### config.mk
export PLATFORM = sky130hd
export DESIGN_NAME = port2_gpio
export DESIGN_NICKNAME = d
export VERILOG_FILES = /design/src/hw/port_pkg.sv /design/src/hw/port2_gpio.sv /design/src/hw/sync2.sv /design/src/hw/port_readback.sv
export SDC_FILE = /design/constraint.sdc
export NUM_CORES = 1
export LEC_CHECK = 0
export ABC_AREA = 1
export BUFFER_PORTS_ARGS = -buffer_cell sky130_fd_sc_hd__clkbuf_2
export CAP_MARGIN = 0
export CORE_UTILIZATION = 50
export DETAILED_ROUTE_END_ITERATION = 8
export PLACE_DENSITY = 0.79
export SLEW_MARGIN = 20
export SYNTH_ARGS = -nofsm -noshare
export SYNTH_HDL_FRONTEND = slang
export SYNTH_SLANG_ARGS = --single-unit
### constraint.sdc
create_clock -name clk_i -period 1.3 [get_ports clk_i]
set_input_delay 0.13 -clock clk_i [delete_from_list [all_inputs] [get_ports clk_i]]
set_output_delay 0.13 -clock clk_i [all_outputs]
set_load 0.02 [all_outputs]
### src/hw/port_pkg.sv
// shared constants, types and drive helpers of the eight-bit port
`default_nettype none
package port_pkg;
  localparam int PORT_W = 8;
  // register byte addresses
  localparam logic [15:0] DIR_OFS = 16'hFE81;
  localparam logic [15:0] DATA_OFS = 16'hFE83;
  // reset values and fixed read answers
  localparam logic [7:0] DIR_RST = 8'h00;
  localparam logic [7:0] DATA_RST = 8'h00;
  localparam logic [7:0] ALL_ONES = 8'hFF;
  localparam logic [7:0] RD_IDLE = 8'h00;
  // operating modes in which the pins are general-purpose
  localparam logic [2:0] MODE_IO_LO = 3'h2;
  localparam logic [2:0] MODE_IO_HI = 3'h7;

  // who owns the pins
  typedef enum logic [2:0] {
    OWN_IO = 3'b001,
    OWN_BUS = 3'b010,
    OWN_FLOAT = 3'b100
  } pin_owner_t;

  typedef struct packed {
    logic [PORT_W-1:0] dout;
    logic [PORT_W-1:0] oe;
  } pin_drive_t;

  function automatic logic is_io_mode(input logic [2:0] mode);
    return (mode == MODE_IO_LO) || (mode == MODE_IO_HI);
  endfunction

  // pin drive for a given owner; bus modes ignore both port registers
  function automatic pin_drive_t drive_f(
    input pin_owner_t owner,
    input logic [PORT_W-1:0] dir,
    input logic [PORT_W-1:0] data,
    input pin_drive_t bus
  );
    pin_drive_t r;
    r.dout = '0;
    r.oe = '0;
    case (owner)
      OWN_IO: begin
        r.dout = data;
        r.oe = dir;
      end
      OWN_BUS: r = bus;
      OWN_FLOAT: r.oe = '0;
      default: r.oe = '0;
    endcase
    return r;
  endfunction
endpackage
`default_nettype wire

### src/hw/port2_gpio.sv
// eight-bit port: general-purpose pins or low data-bus byte by mode
`default_nettype none
module port2_gpio
  import port_pkg::*;
(
  input wire logic clk_i,
  input wire logic rst_i,
  input wire logic [2:0] mode_i,
  input wire logic sw_standby_i,
  input wire logic hw_standby_i,
  input wire logic [15:0] addr_i,
  input wire logic [7:0] wdata_i,
  input wire logic wr_i,
  input wire logic rd_i,
  output logic [7:0] rdata_o,
  input wire logic [PORT_W-1:0] bus_dout_i,
  input wire logic [PORT_W-1:0] bus_oe_i,
  output logic [PORT_W-1:0] bus_din_o,
  input wire logic [PORT_W-1:0] pin_i,
  output logic [PORT_W-1:0] pin_o,
  output logic [PORT_W-1:0] pin_oe_o
);
  typedef struct packed {
    logic [PORT_W-1:0] dir;
    logic [PORT_W-1:0] data;
    logic [7:0] rdata;
    pin_drive_t drv;
    pin_owner_t owner;
    logic [PORT_W-1:0] bus_din;
  } port_state_t;

  port_state_t st_q, st_d;
  logic [PORT_W-1:0] pin_s;
  logic hw_stby_s;
  logic [PORT_W-1:0] rb_value;
  logic io_mode;
  pin_drive_t bus_drv;

  // pins and the standby pin come from outside the clock domain
  sync2 #(.W(PORT_W)) u_pin_sync (
    .clk_i(clk_i),
    .rst_i(rst_i),
    .async_i(pin_i),
    .sync_o(pin_s)
  );

  sync2 #(.W(1)) u_stby_sync (
    .clk_i(clk_i),
    .rst_i(rst_i),
    .async_i(hw_standby_i),
    .sync_o(hw_stby_s)
  );

  // mode decode; mode 0 is not a documented mode and is treated as bus
  assign io_mode = is_io_mode(mode_i);
  assign bus_drv.dout = bus_dout_i;
  assign bus_drv.oe = bus_oe_i;

  // read path looks at the registers as they stand at the strobe
  port_readback u_readback (
    .io_mode_i(io_mode),
    .dir_i(st_q.dir),
    .data_i(st_q.data),
    .sense_i(pin_s),
    .value_o(rb_value)
  );

  // next state: registers, ownership, read data and pin drive
  always_comb begin
    st_d = st_q;
    st_d.rdata = RD_IDLE;
    st_d.bus_din = pin_s;
    // ownership of the pins
    if (hw_stby_s) begin
      st_d.owner = OWN_FLOAT;
    end else if (io_mode) begin
      st_d.owner = OWN_IO;
    end else if (sw_standby_i) begin
      st_d.owner = OWN_FLOAT;
    end else begin
      st_d.owner = OWN_BUS;
    end
    // register writes; hardware standby holds both registers cleared
    if (hw_stby_s) begin
      st_d.dir = DIR_RST;
      st_d.data = DATA_RST;
    end else if (wr_i) begin
      if (addr_i == DIR_OFS) begin
        st_d.dir = wdata_i;
      end
      if (addr_i == DATA_OFS && io_mode) begin
        st_d.data = wdata_i;
      end
    end
    // register reads; unmapped addresses answer zero
    if (rd_i) begin
      if (addr_i == DIR_OFS) begin
        st_d.rdata = ALL_ONES;
      end else if (addr_i == DATA_OFS) begin
        st_d.rdata = rb_value;
      end
    end
    // drive from next values so a write shows one cycle later
    st_d.drv = drive_f(st_d.owner, st_d.dir, st_d.data, bus_drv);
  end

  // software standby has no effect on either register here
  always_ff @(posedge clk_i) begin
    if (rst_i) begin
      st_q.dir <= DIR_RST;
      st_q.data <= DATA_RST;
      st_q.rdata <= RD_IDLE;
      st_q.drv <= '0;
      st_q.owner <= OWN_FLOAT;
      st_q.bus_din <= '0;
    end else begin
      st_q <= st_d;
    end
  end

  assign rdata_o = st_q.rdata;
  assign pin_o = st_q.drv.dout;
  assign pin_oe_o = st_q.drv.oe;
  assign bus_din_o = st_q.bus_din;
endmodule // port2_gpio
`default_nettype wire

### src/hw/sync2.sv
// two-flop synchroniser for levels arriving from outside the clock domain
`default_nettype none
module sync2 #(
  parameter int W = 1
) (
  input wire logic clk_i,
  input wire logic rst_i,
  input wire logic [W-1:0] async_i,
  output logic [W-1:0] sync_o
);
  typedef struct packed {
    logic [W-1:0] s1;
    logic [W-1:0] s2;
  } sync_state_t;

  sync_state_t st_q, st_d;

  // first stage is read only by the second stage
  always_comb begin
    st_d.s1 = async_i;
    st_d.s2 = st_q.s1;
  end

  always_ff @(posedge clk_i) begin
    if (rst_i) begin
      st_q <= '0;
    end else begin
      st_q <= st_d;
    end
  end

  assign sync_o = st_q.s2;
endmodule // sync2
`default_nettype wire

### src/hw/port_readback.sv
// read-back value of the data register: latch, pin level or all ones
`default_nettype none
module port_readback
  import port_pkg::*;
(
  input wire logic io_mode_i,
  input wire logic [PORT_W-1:0] dir_i,
  input wire logic [PORT_W-1:0] data_i,
  input wire logic [PORT_W-1:0] sense_i,
  output logic [PORT_W-1:0] value_o
);
  // per bit in io modes: outputs return the latch, inputs the pin; bus modes read all ones
  always_comb begin
    if (io_mode_i) begin
      value_o = (dir_i & data_i) | (~dir_i & sense_i);
    end else begin
      value_o = ALL_ONES;
    end
  end
endmodule // port_readback
`default_nettype wire

==> impl_metrics.tcl, run 1 <==
set metrics [dict create \
    worstMarginPinSlew_ns 0.255 \
    floorplan.initialDensity 0.526 \
    route.final.wire_length_um 5740 \
    synth_cells 353 \
    cp_data_arrival_time_ns 1.30 \
    run_status "complete, no violations" \
    synth-seq-cells 66 \
    crit_type "register to register" \
    avgRoutedWirePerCell_um 11.1 \
    lkg_pwr_nw 1.85 \
    grt_antenna_before_repair 0 \
    synth.net_count 410 \
    track_usage 0.209 \
    cpMaxStageDelayCell "sky130_fd_sc_hd__dfxtp_1" \
    grt_setup_unrepaired "false" \
    drt-vias-per-instance 4.68 \
    setup_viol 0 \
    startpoint_type "register" \
    stdcell_count 519 \
    vias_in_the_first_global_route 2211 \
    grt_overflow_total 0 \
    critical_path.n_buffers_inverters 1 \
    drt_iter0_markers 197 \
    ys.warnings.count 0 \
    die_x_um 76.0 \
    postSynthAreaPerCell_um2 7.75 \
    syn2layout_area_growth_pct 27.6 \
    design.core.area_um2 5200 \
    cp_cell_sequence "nor2_1, buf_12, nand4_1, nand2_1" \
    grt_max_degree 33 \
    clock_sinks 66 \
    cp_top_family "simple AND/OR/NAND/NOR gates" \
    antenna_diode_instance_count 0 \
    drcViolationCount 0 \
    cp_slowest_stage_delay_ns 0.33 \
    timing.final.crit_period_ns 1.02 \
    post_cts_hold_buffer_count 24 \
    end_kind "register" \
    post_cts_resize_count 0 \
    cts.path.max_buffers 2 \
    routed-via-count 2427 \
    drtAntennaViolNets 0 \
    power_per_cell_area_nw_per_um2 1130 \
    boundaryPins 89 \
    grt_pass1_wl_um 9500 \
    dp_hpwl_um 4020 \
    worst_slew_margin_rel 0.829 \
    ir_worst_vdd_v 0.000604 \
    cts.repair_timing.setup_buffer_count 0 \
    die-area_um2 5770 \
    clk_transition_reported_paths_ns 0.07 \
    worst-path-max-fanout 32 \
    gp_routability_congestion 0.870 \
    drtPass1Iterations 5 \
    final_min_period_over_clock_period 0.784 \
    final-max-slew-violation-count 0 \
    clock-skew-final_ns 0.00604 \
    port-buffer-count 88 \
    maxCapViolCount 0 \
    tns_ns 0 \
    drive_gt1_frac 0.274 \
    yosys.cell_types.count 20 \
    cts_max_level 3 \
    final_nets 501 \
    number_of_cts_inserted_buffers 9 \
    max_clock_freq_mhz 981 \
    clock_latency_of_the_later_clocked_register_in_the_worst_skew_pair_ns 0.34 \
    die_height_um 76.0 \
    syn-cell-area_um2 2740 \
    worstPathRequired_ns 1.58 \
    fp-row-count 26 \
    hp-class "primary input to register" \
    final.fill_count 453 \
    hold_viol_final 0 \
    synth_sequential_area_ratio 0.483 \
    cts.root.buffer_cell "sky130_fd_sc_hd__clkbuf_8" \
    tritoncts "yes" \
    placed_cells 479 \
]
per-layer routing:
metal,wire [µm],GRT usage,up-vias
met3,498,0.0790,10
met2,2730,0.337,120
met5,0,0,-
met4,74,0.0731,0
met1,2440,0.257,1063
li1,-,-,1234
tightest hold or removal path, stage by stage:
cell and delay, ns:
sky130_fd_sc_hd__clkbuf_2 0.08, sky130_fd_sc_hd__inv_1 0.07, sky130_fd_sc_hd__nor2_1 0.05
worst paths after layout:
path	startpoint	end	cells past startpoint	slack, ns
worst max-delay path	u_stby_sync.sync_o$_SDFF_PP0_	pin_oe_o[2]$_SDFF_PP0_	4	0.28
worst min-delay path	pin_i[0]	u_pin_sync.st_d[0]$_SDFF_PP0_	3	0.03
worst max register to register	u_stby_sync.sync_o$_SDFF_PP0_	pin_oe_o[2]$_SDFF_PP0_	4	0.28
worst min register to register	u_pin_sync.st_d[6]$_SDFF_PP0_	u_pin_sync.sync_o[6]$_SDFF_PP0_	2	0.40
cells in the final DEF, fill, tap and decap left out, drive strengths merged:
master       instances
dfxtp               66
nand4               16
nor2                35
nor4                 1
clkinvlp             2
nand3               17
a21oi                8
nand2               73
dlygate4sd3         24
clkinv               3
o21ai               16
clkbuf              99
buf                 10
and3                16
inv                 63
per-stage QoR:
step	setup slack [ns]	instance area, µm²	hold slack, ns	utilization	power (mW)
finish	0.280	3490	0.0265	0.671	3.96
global placement	0.131	3080	0.324	0.592	2.45
CTS	0.291	3490	0.00750	0.671	4.00
detailed placement	0.0739	3080	0.330	0.592	2.46
floorplan	0.238	2740	0.237	-	2.33
global route	0.200	3490	0.00150	0.671	4.15
cell type report:
cell class	count	area, µm²	share of cell area
Sequential cell	66	1320	0.378
Multi-Input combinational cell	182	877	0.251
Timing Repair Buffer	122	793	0.227
Inverter	63	241	0.0692
Clock buffer	11	141	0.0405
Tap cell	70	87.6	0.0251
Clock inverter	5	30.0	0.00860
synth_stat cells, drive strengths merged:
| cell | n | area share |
|---|---|---|
| nor4 | 1 | 0.0078 |
| a21oi | 8 | 0.015 |
| dfxtp | 66 | 0.48 |
| nand2 | 73 | 0.10 |
| buf | 39 | 0.10 |
| o21ai | 16 | 0.029 |
| inv | 63 | 0.088 |
| nand3 | 17 | 0.036 |
| clkbuf | 3 | 0.0046 |
| nor2 | 35 | 0.056 |
| nand4 | 16 | 0.037 |
| and3 | 16 | 0.037 |
where the power goes:
part / leakage [nW] / total, mW / switching (mW) / internal (mW)
Combinational: 1.22 / 0.388 / 0.204 / 0.184
Sequential: 0.538 / 2.09 / 0.0136 / 2.07
Clock: 0.0851 / 1.49 / 0.754 / 0.733
Total: 1.85 / 3.96 / 0.972 / 2.99
sequential cells by signal, summed over array words and instances (netlist names):
register / count
u_stby_sync.st_d: 1
u_pin_sync.sync_o: 8
u_pin_sync.st_d: 8
bus_din_o: 8
pin_oe_o: 8
rdata_o: 8
st_q: 16
pin_o: 8
u_stby_sync.sync_o: 1
logic make-up (layout without fill, tap and decap cells):
kind of cell,after synthesis,after routing,share of synthesized area
AND/OR/NAND/NOR,158,158,0.277
buffers and inverters,105,201,0.197
flip-flops,66,66,0.483
AO/OA/AOI/OAI,24,24,0.0439
(Power assumes the default switching activity.)
==> run 2, diff against run 1 <==
- clock period: 1.3 -> 0.95 ns (I/O delays scaled with it)
==> run 2 against run 1 <==
Compared with the run above: via count up 0.25%; critical path depth stayed put; final cell count is 1.9% higher; die area is the same; the run now ends with negative setup slack left; utilization increased by 5.0 points; highest routed layer unchanged; critical endpoint is now st_q[38]$_SDFF_PP0_; first-iteration DRC count is 44% lower; register-to-register slack got worse by 0.32 ns; largest power group unchanged; largest cell class unchanged.
==> impl_metrics.tcl, run 2 (synthesis results as in run 1) <==
set metrics [dict create \
    floorplan.initialDensity 0.526 \
    boundaryPins 89 \
    least_setup_slack_across_all_paths_after_layout_ns -0.0370 \
    worst_slew_margin_rel 0.837 \
    cellInternalPower_mw 4.70 \
    grt_overflow_total 0 \
    vias_in_the_first_global_route 2216 \
    final-max-slew-violation-count 0 \
    drt-vias-per-instance 4.60 \
    placed_cells 479 \
    drtAntennaViolNets 0 \
    worst-path-max-fanout 8 \
    multi_input_comb_area_um2 905 \
    clk_transition_reported_paths_ns 0.07 \
    max_clock_freq_mhz 1010 \
    routed-via-count 2433 \
    drt_iter0_markers 110 \
    max_flop_register "st_q" \
    final_min_period_over_clock_period 1.04 \
    timing.final.crit_period_ns 0.987 \
    power.switching_mw 1.41 \
    clock_power_share 0.431 \
    largest_register_ffs 16 \
    worstHoldPathCells 4 \
    crit_type "register to register" \
    syn2layout_area_growth_pct 37.2 \
    fp-row-count 26 \
    design.core.area_um2 5200 \
    final_cell_mix "78 x sky130_fd_sc_hd__clkbuf_2, 68 x sky130_fd_sc_hd__nand2_1, 64 x sky130_fd_sc_hd__dfxtp_1" \
    clock-skew-final_ns 0.00877 \
    track_usage 0.208 \
    seq_area_um2 1320 \
    layout.cells.most_common "sky130_fd_sc_hd__clkbuf_2" \
    design_power_total_mw 6.11 \
    combinationalPowerShare 0.101 \
    die-area_um2 5770 \
    run_status "complete, but fails checks" \
    cts.path.max_buffers 2 \
    avgRoutedWirePerCell_um 11.4 \
    drive_gt1_frac 0.309 \
    switching_share 0.230 \
    hp-class "primary input to register" \
    startpoint_type "register" \
    grt_max_degree 33 \
    worstMarginPinSlew_ns 0.244 \
    drcViolationCount 0 \
    end_kind "register" \
    setup_viol 27 \
    dp_hpwl_um 3870 \
    finish.utilization 0.721 \
    grt_setup_unrepaired "true" \
    cts.root.buffer_cell "sky130_fd_sc_hd__clkbuf_8" \
    drtPass1Iterations 4 \
    gp_routability_congestion 0.855 \
    r2r.worst_path.cells 4 \
    tns_ns -0.479 \
    die_x_um 76.0 \
    final_nets 511 \
    clock_sinks 66 \
    antenna_diode_instance_count 0 \
    number_of_cts_inserted_buffers 9 \
    ir_worst_vdd_v 0.00132 \
    grt_antenna_before_repair 0 \
    die_height_um 76.0 \
    maxCapViolCount 0 \
    final.fill_count 406 \
    pwr-share-seq 0.467 \
    grt_pass1_wl_um 9380 \
    tritoncts "yes" \
    clock_latency_of_the_later_clocked_register_in_the_worst_skew_pair_ns 0.35 \
    power_per_cell_area_nw_per_um2 1630 \
    route.final.wire_length_um 6050 \
    stdcell_count 529 \
    hold_viol_final 0 \
    cp_data_arrival_time_ns 1.23 \
    lkg_pwr_nw 1.97 \
    port-buffer-count 88 \
    fin_hold_ws_ns 0.100 \
    failing_checks "negative setup slack" \
    worstPathRequired_ns 1.19 \
    cts_max_level 3 \
]
==> run 2: cell count changes in the layout (fill, tap and decap cells not counted), sizes merged <==
cell / before / now
bufinv: 0 / 2
clkbuf: 99 / 90
clkinvlp: 2 / 1
buf: 10 / 27
dlygate4sd3: 24 / 25
==> run 2: per-stage QoR <==
step	setup slack [ns]	cell area, µm²
final	-0.0370	3750
after global routing	-0.0908	3750
after CTS	-0.0624	3610
after detailed placement	-0.283	3120
after global placement	-0.257	3120
after floorplan	-0.0642	2760
==> run 2: layer usage <==
layer,global-route usage,up-vias,part of all wire
met2,0.360,93,0.49
met4,0.0981,0,0.018
li1,-,1262,-
met3,0.0539,11,0.077
met5,0,-,0
met1,0.238,1067,0.41
==> run 2: path summary, 6_finish.rpt <==
| path | from | to | slack [ns] |
|---|---|---|---|
| min reg2reg | u_pin_sync.st_d[2]$_SDFF_PP0_ | u_pin_sync.sync_o[2]$_SDFF_PP0_ | 0.39 |
| max | u_stby_sync.sync_o$_SDFF_PP0_ | st_q[38]$_SDFF_PP0_ | -0.04 |
| max reg2reg | u_stby_sync.sync_o$_SDFF_PP0_ | st_q[38]$_SDFF_PP0_ | -0.04 |
| min | wdata_i[5] | st_q[40]$_SDFF_PP0_ | 0.10 |
==> run 2: timing repair <==
| item | CTS | global route |
|---|---|---|
| hold buffers | 25 | 0 |
| cloned | 0 | 3 |
| setup buffers | 0 | 6 |
| setup endpoints to repair | 27 | 41 |
| pin swaps | 0 | 5 |
| resized for setup | 6 | 16 |
| hold endpoints to repair | 25 | 0 |
==> run 2: cell type report <==
| type | count | share of cell area |
|---|---|---|
| repair buffers | 132 | 0.256 |
| multi-input cells | 182 | 0.241 |
| flip-flops and latches | 66 | 0.353 |
| inverters | 63 | 0.0670 |
| clock inverters | 6 | 0.0240 |
| well taps | 70 | 0.0233 |
| clock buffers | 10 | 0.0367 |
==> run 2: power groups by stage <==
stage	registers (mW)	clock network [mW]	logic (mW)
CTS	2.85	2.68	0.546
finish	2.86	2.63	0.620
floorplan	2.91	0	0.284
global route	2.86	2.82	0.678
global placement	2.92	0	0.455
detailed placement	2.92	0	0.463
==> run 2: worst max-delay path: stages, from the launching register on <==
cell and delay [ns]:
sky130_fd_sc_hd__dfxtp_2 0.37, sky130_fd_sc_hd__nor2_4 0.06, sky130_fd_sc_hd__buf_12 0.13, sky130_fd_sc_hd__clkbuf_16 0.15, sky130_fd_sc_hd__and3_1 0.17
==> run 3, diff against run 2 <==
- CORE_MARGIN: not set -> 4
- CORE_UTILIZATION: 50 -> 51
- PLACE_DENSITY: 0.79 -> 0.8
- SYNTH_HIERARCHICAL: not set -> 1
==> run 3 against run 2 <==
Compared with the run above: the flow still finishes with violations (negative setup slack); clock power decreased by 25%; global-route usage down 0.76 points; clock skew up 0.0011 ns; wire length increased by 4.9%; die area up 19%; maximum frequency rose by 1.1%; register-to-register slack barely moved; synthesized cell count up 4.8%; first-iteration DRC count rose by 51%; cell area is 0.63% lower; sequential share of layout area up 0.26 points; final cell count increased by 2.5%; highest routed layer unchanged.
==> impl_metrics.tcl, run 3 <==
set metrics [dict create \
    cts.path.max_buffers 2 \
    synth_simple_gate_area_share 0.312 \
    tritoncts "yes" \
    combinationalPowerShare 0.114 \
    end_kind "register" \
    synth.cells.most_frequent "83 x sky130_fd_sc_hd__nand2_1, 68 x sky130_fd_sc_hd__inv_1, 66 x sky130_fd_sc_hd__dfxtp_1" \
    drt-vias-per-instance 4.58 \
    boundaryPins 89 \
    dp_hpwl_um 4380 \
    track_usage 0.200 \
    fin_hold_ws_ns 0.119 \
    synth_sequential_area_ratio 0.463 \
    largest_register_ffs 16 \
    antenna_diode_instance_count 0 \
    die_x_um 82.8 \
    gp_routability_congestion 0.811 \
    grt_overflow_total 0 \
    clock_latency_of_the_later_clocked_register_in_the_worst_skew_pair_ns 0.34 \
    synth-seq-cells 66 \
    crit_type "register to register" \
    reg2reg_setup_slack_ns -0.03 \
    netlist_top_cells_area "sky130_fd_sc_hd__dfxtp_1 46%, sky130_fd_sc_hd__nand2_1 11%, sky130_fd_sc_hd__inv_1 8.9%, sky130_fd_sc_hd__buf_4 8.7%, sky130_fd_sc_hd__nand3_1 4.2%" \
    synthDominantAreaCellType "sky130_fd_sc_hd__dfxtp_1" \
    post-synth-top-count-cell "sky130_fd_sc_hd__nand2_1" \
    placed_cells 500 \
    grt_pass1_wl_um 10200 \
    lkg_pwr_nw 1.96 \
    number_of_cts_inserted_buffers 9 \
    least_setup_slack_across_all_paths_after_layout_ns -0.0265 \
    hold_viol_final 0 \
    cp_data_arrival_time_ns 1.27 \
    synth_top_area_frac 0.463 \
    syn2layout_area_growth_pct 30.8 \
    port-buffer-count 88 \
    max_clock_freq_mhz 1020 \
    grt_antenna_before_repair 0 \
    stdcell_count 542 \
    finish.utilization 0.708 \
    hp-class "primary input to register" \
    synth_ff_type "sky130_fd_sc_hd__dfxtp_1" \
    cts_max_level 3 \
    clock_power_share 0.362 \
    switching_share 0.253 \
    synth-edff-count 0 \
    routed-via-count 2483 \
    run_status "complete, but fails checks" \
    power_per_cell_area_nw_per_um2 1460 \
    worstHoldPathCells 5 \
    min_delay_worst_endpoint "pin_o[5]$_SDFF_PP0_" \
    final_nets 524 \
    drive_gt1_frac 0.333 \
    design.core.area_um2 5270 \
    ys.warnings.count 6 \
    final_min_period_over_clock_period 1.03 \
    clock-skew-final_ns 0.00982 \
    synth.net_count 427 \
    grt_setup_unrepaired "true" \
    maxCapViolCount 0 \
    seq_area_um2 1330 \
    postSynthAreaPerCell_um2 7.71 \
    power.switching_mw 1.38 \
    vias_in_the_first_global_route 2314 \
    yosys-mux-area-fraction 0 \
    route.final.wire_length_um 6350 \
    final.fill_count 438 \
    drt_iter0_markers 166 \
    timing.hold.worst.start "wdata_i[5]" \
    grt_max_degree 33 \
    die-area_um2 6850 \
    synth_top_family_by_area "simple AND/OR/NAND/NOR gates" \
    final-max-slew-violation-count 0 \
    worst_slew_margin_rel 0.828 \
    regToRegStartpoint "u_stby_sync/sync_o$_SDFF_PP0_" \
    die_height_um 82.8 \
    startpoint_type "register" \
    fp-row-count 26 \
    worstMarginPinSlew_ns 0.257 \
    synth_async_sr_flop_share 0 \
    pwr-share-seq 0.524 \
    final_cell_mix "77 x sky130_fd_sc_hd__nand2_1, 72 x sky130_fd_sc_hd__clkbuf_2, 63 x sky130_fd_sc_hd__inv_1, 63 x sky130_fd_sc_hd__dfxtp_1, 25 x sky130_fd_sc_hd__dlygate4sd3_1" \
    r2r-end "pin_oe_o[0]$_SDFF_PP0_" \
    worstPathRequired_ns 1.24 \
    syn-cell-area_um2 2850 \
    multi_input_comb_area_um2 976 \
    drtAntennaViolNets 0 \
    synth_cells 370 \
    max_flop_register "st_q" \
    floorplan.initialDensity 0.541 \
    ir_worst_vdd_v 0.000960 \
    cts.root.buffer_cell "sky130_fd_sc_hd__clkbuf_8" \
    setup_viol 16 \
    timing.final.crit_period_ns 0.976 \
    cellInternalPower_mw 4.08 \
    yosys.cell_types.count 22 \
    clock_sinks 66 \
    worst-path-max-fanout 16 \
    avgRoutedWirePerCell_um 11.7 \
    drcViolationCount 0 \
    synth-compound-area-share 0.0140 \
    synth_xor_xnor_area_share 0 \
    r2r.worst_path.cells 4 \
    layout.cells.most_common "sky130_fd_sc_hd__nand2_1" \
    failing_checks "negative setup slack" \
    drtPass1Iterations 4 \
    yosys.area_share.adder 0 \
    clk_transition_reported_paths_ns 0.07 \
    crit_start "u_stby_sync/sync_o$_SDFF_PP0_" \
]
==> run 3: cell types whose count changed after synthesis, sizes merged <==
cell / delta
buf: +3
o21ai: -16
nand3: +8
inv: +8
nand2: +16
clkbuf: -2
==> run 3: cells by family after synthesis <==
family,Yosys count
simple gates,182
compound gates,8
flops,66
buf+inv,114
==> run 3: worst max path at each step <==
stage | end | slack (ns) | cells past startpoint
6_report | pin_oe_o[0]$_SDFF_PP0_ | -0.03 | 4
5_1_grt | pin_o[2]$_SDFF_PP0_ | -0.1 | 4
4_1_cts | pin_o[2]$_SDFF_PP0_ | -0.003 | 4
3_5_place_dp | pin_o[2]$_SDFF_PP0_ | -0.27 | 10
3_3_place_gp | pin_o[2]$_SDFF_PP0_ | -0.23 | 10
2_1_floorplan | st_q[46]$_SDFF_PP0_ | -0.03 | 7
==> run 3: critical path, stage by stage, from the launching register on <==
cell                      delay, ns
sky130_fd_sc_hd__dfxtp_2       0.35
sky130_fd_sc_hd__nor4_4        0.26
sky130_fd_sc_hd__buf_12        0.18
sky130_fd_sc_hd__nand2_1       0.07
sky130_fd_sc_hd__nand2_1       0.06
==> run 3: metrics by stage <==
| stage | worst slack (ns) | TNS, ns | power (mW) | cell area, µm² |
|---|---|---|---|---|
| 3_3_place_gp | -0.225 | -7.57 | 3.42 | 3260 |
| 3_5_place_dp | -0.270 | -8.51 | 3.43 | 3260 |
| 6_report | -0.0265 | -0.171 | 5.46 | 3730 |
| 2_1_floorplan | -0.0287 | -0.444 | 3.24 | 2910 |
| 5_1_grt | -0.0999 | -1.37 | 5.72 | 3730 |
| 4_1_cts | -0.00285 | -0.00713 | 5.47 | 3680 |
==> run 3: power by group through the flow <==
stage	clock (mW)	combinational (mW)	sequential [mW]
2_1_floorplan	0	0.327	2.92
3_3_place_gp	0	0.502	2.92
3_5_place_dp	0	0.511	2.92
4_1_cts	2.02	0.596	2.86
5_1_grt	2.16	0.691	2.87
6_report	1.98	0.624	2.86
==> run 3: repair_timing <==
action | 4_1_cts | 5_1_grt
gates cloned | 0 | 1
pin swaps | 0 | 1
buffers inserted | 0 | 0
hold buffers | 25 | 0
endpoints found under the setup margin | 13 | 47
gates resized for setup | 2 | 27
endpoints found under the hold margin | 25 | 0
==> run 3: per-layer routing <==
metal,vias to the layer above,GRT usage,wire (µm)
met5,-,0,0
met2,91,0.337,3240
met4,0,0.0670,94
met3,9,0.0799,515
met1,1095,0.231,2500
li1,1288,-,-
==> run 3: layout make-up <==
type / instances / share of cell area
timing repair buffer: 129 / 0.240
sequential: 66 / 0.355
tap: 70 / 0.0235
multi-input combinational: 190 / 0.262
inverter: 71 / 0.0761
clock inverter: 5 / 0.00838
clock buffer: 11 / 0.0352
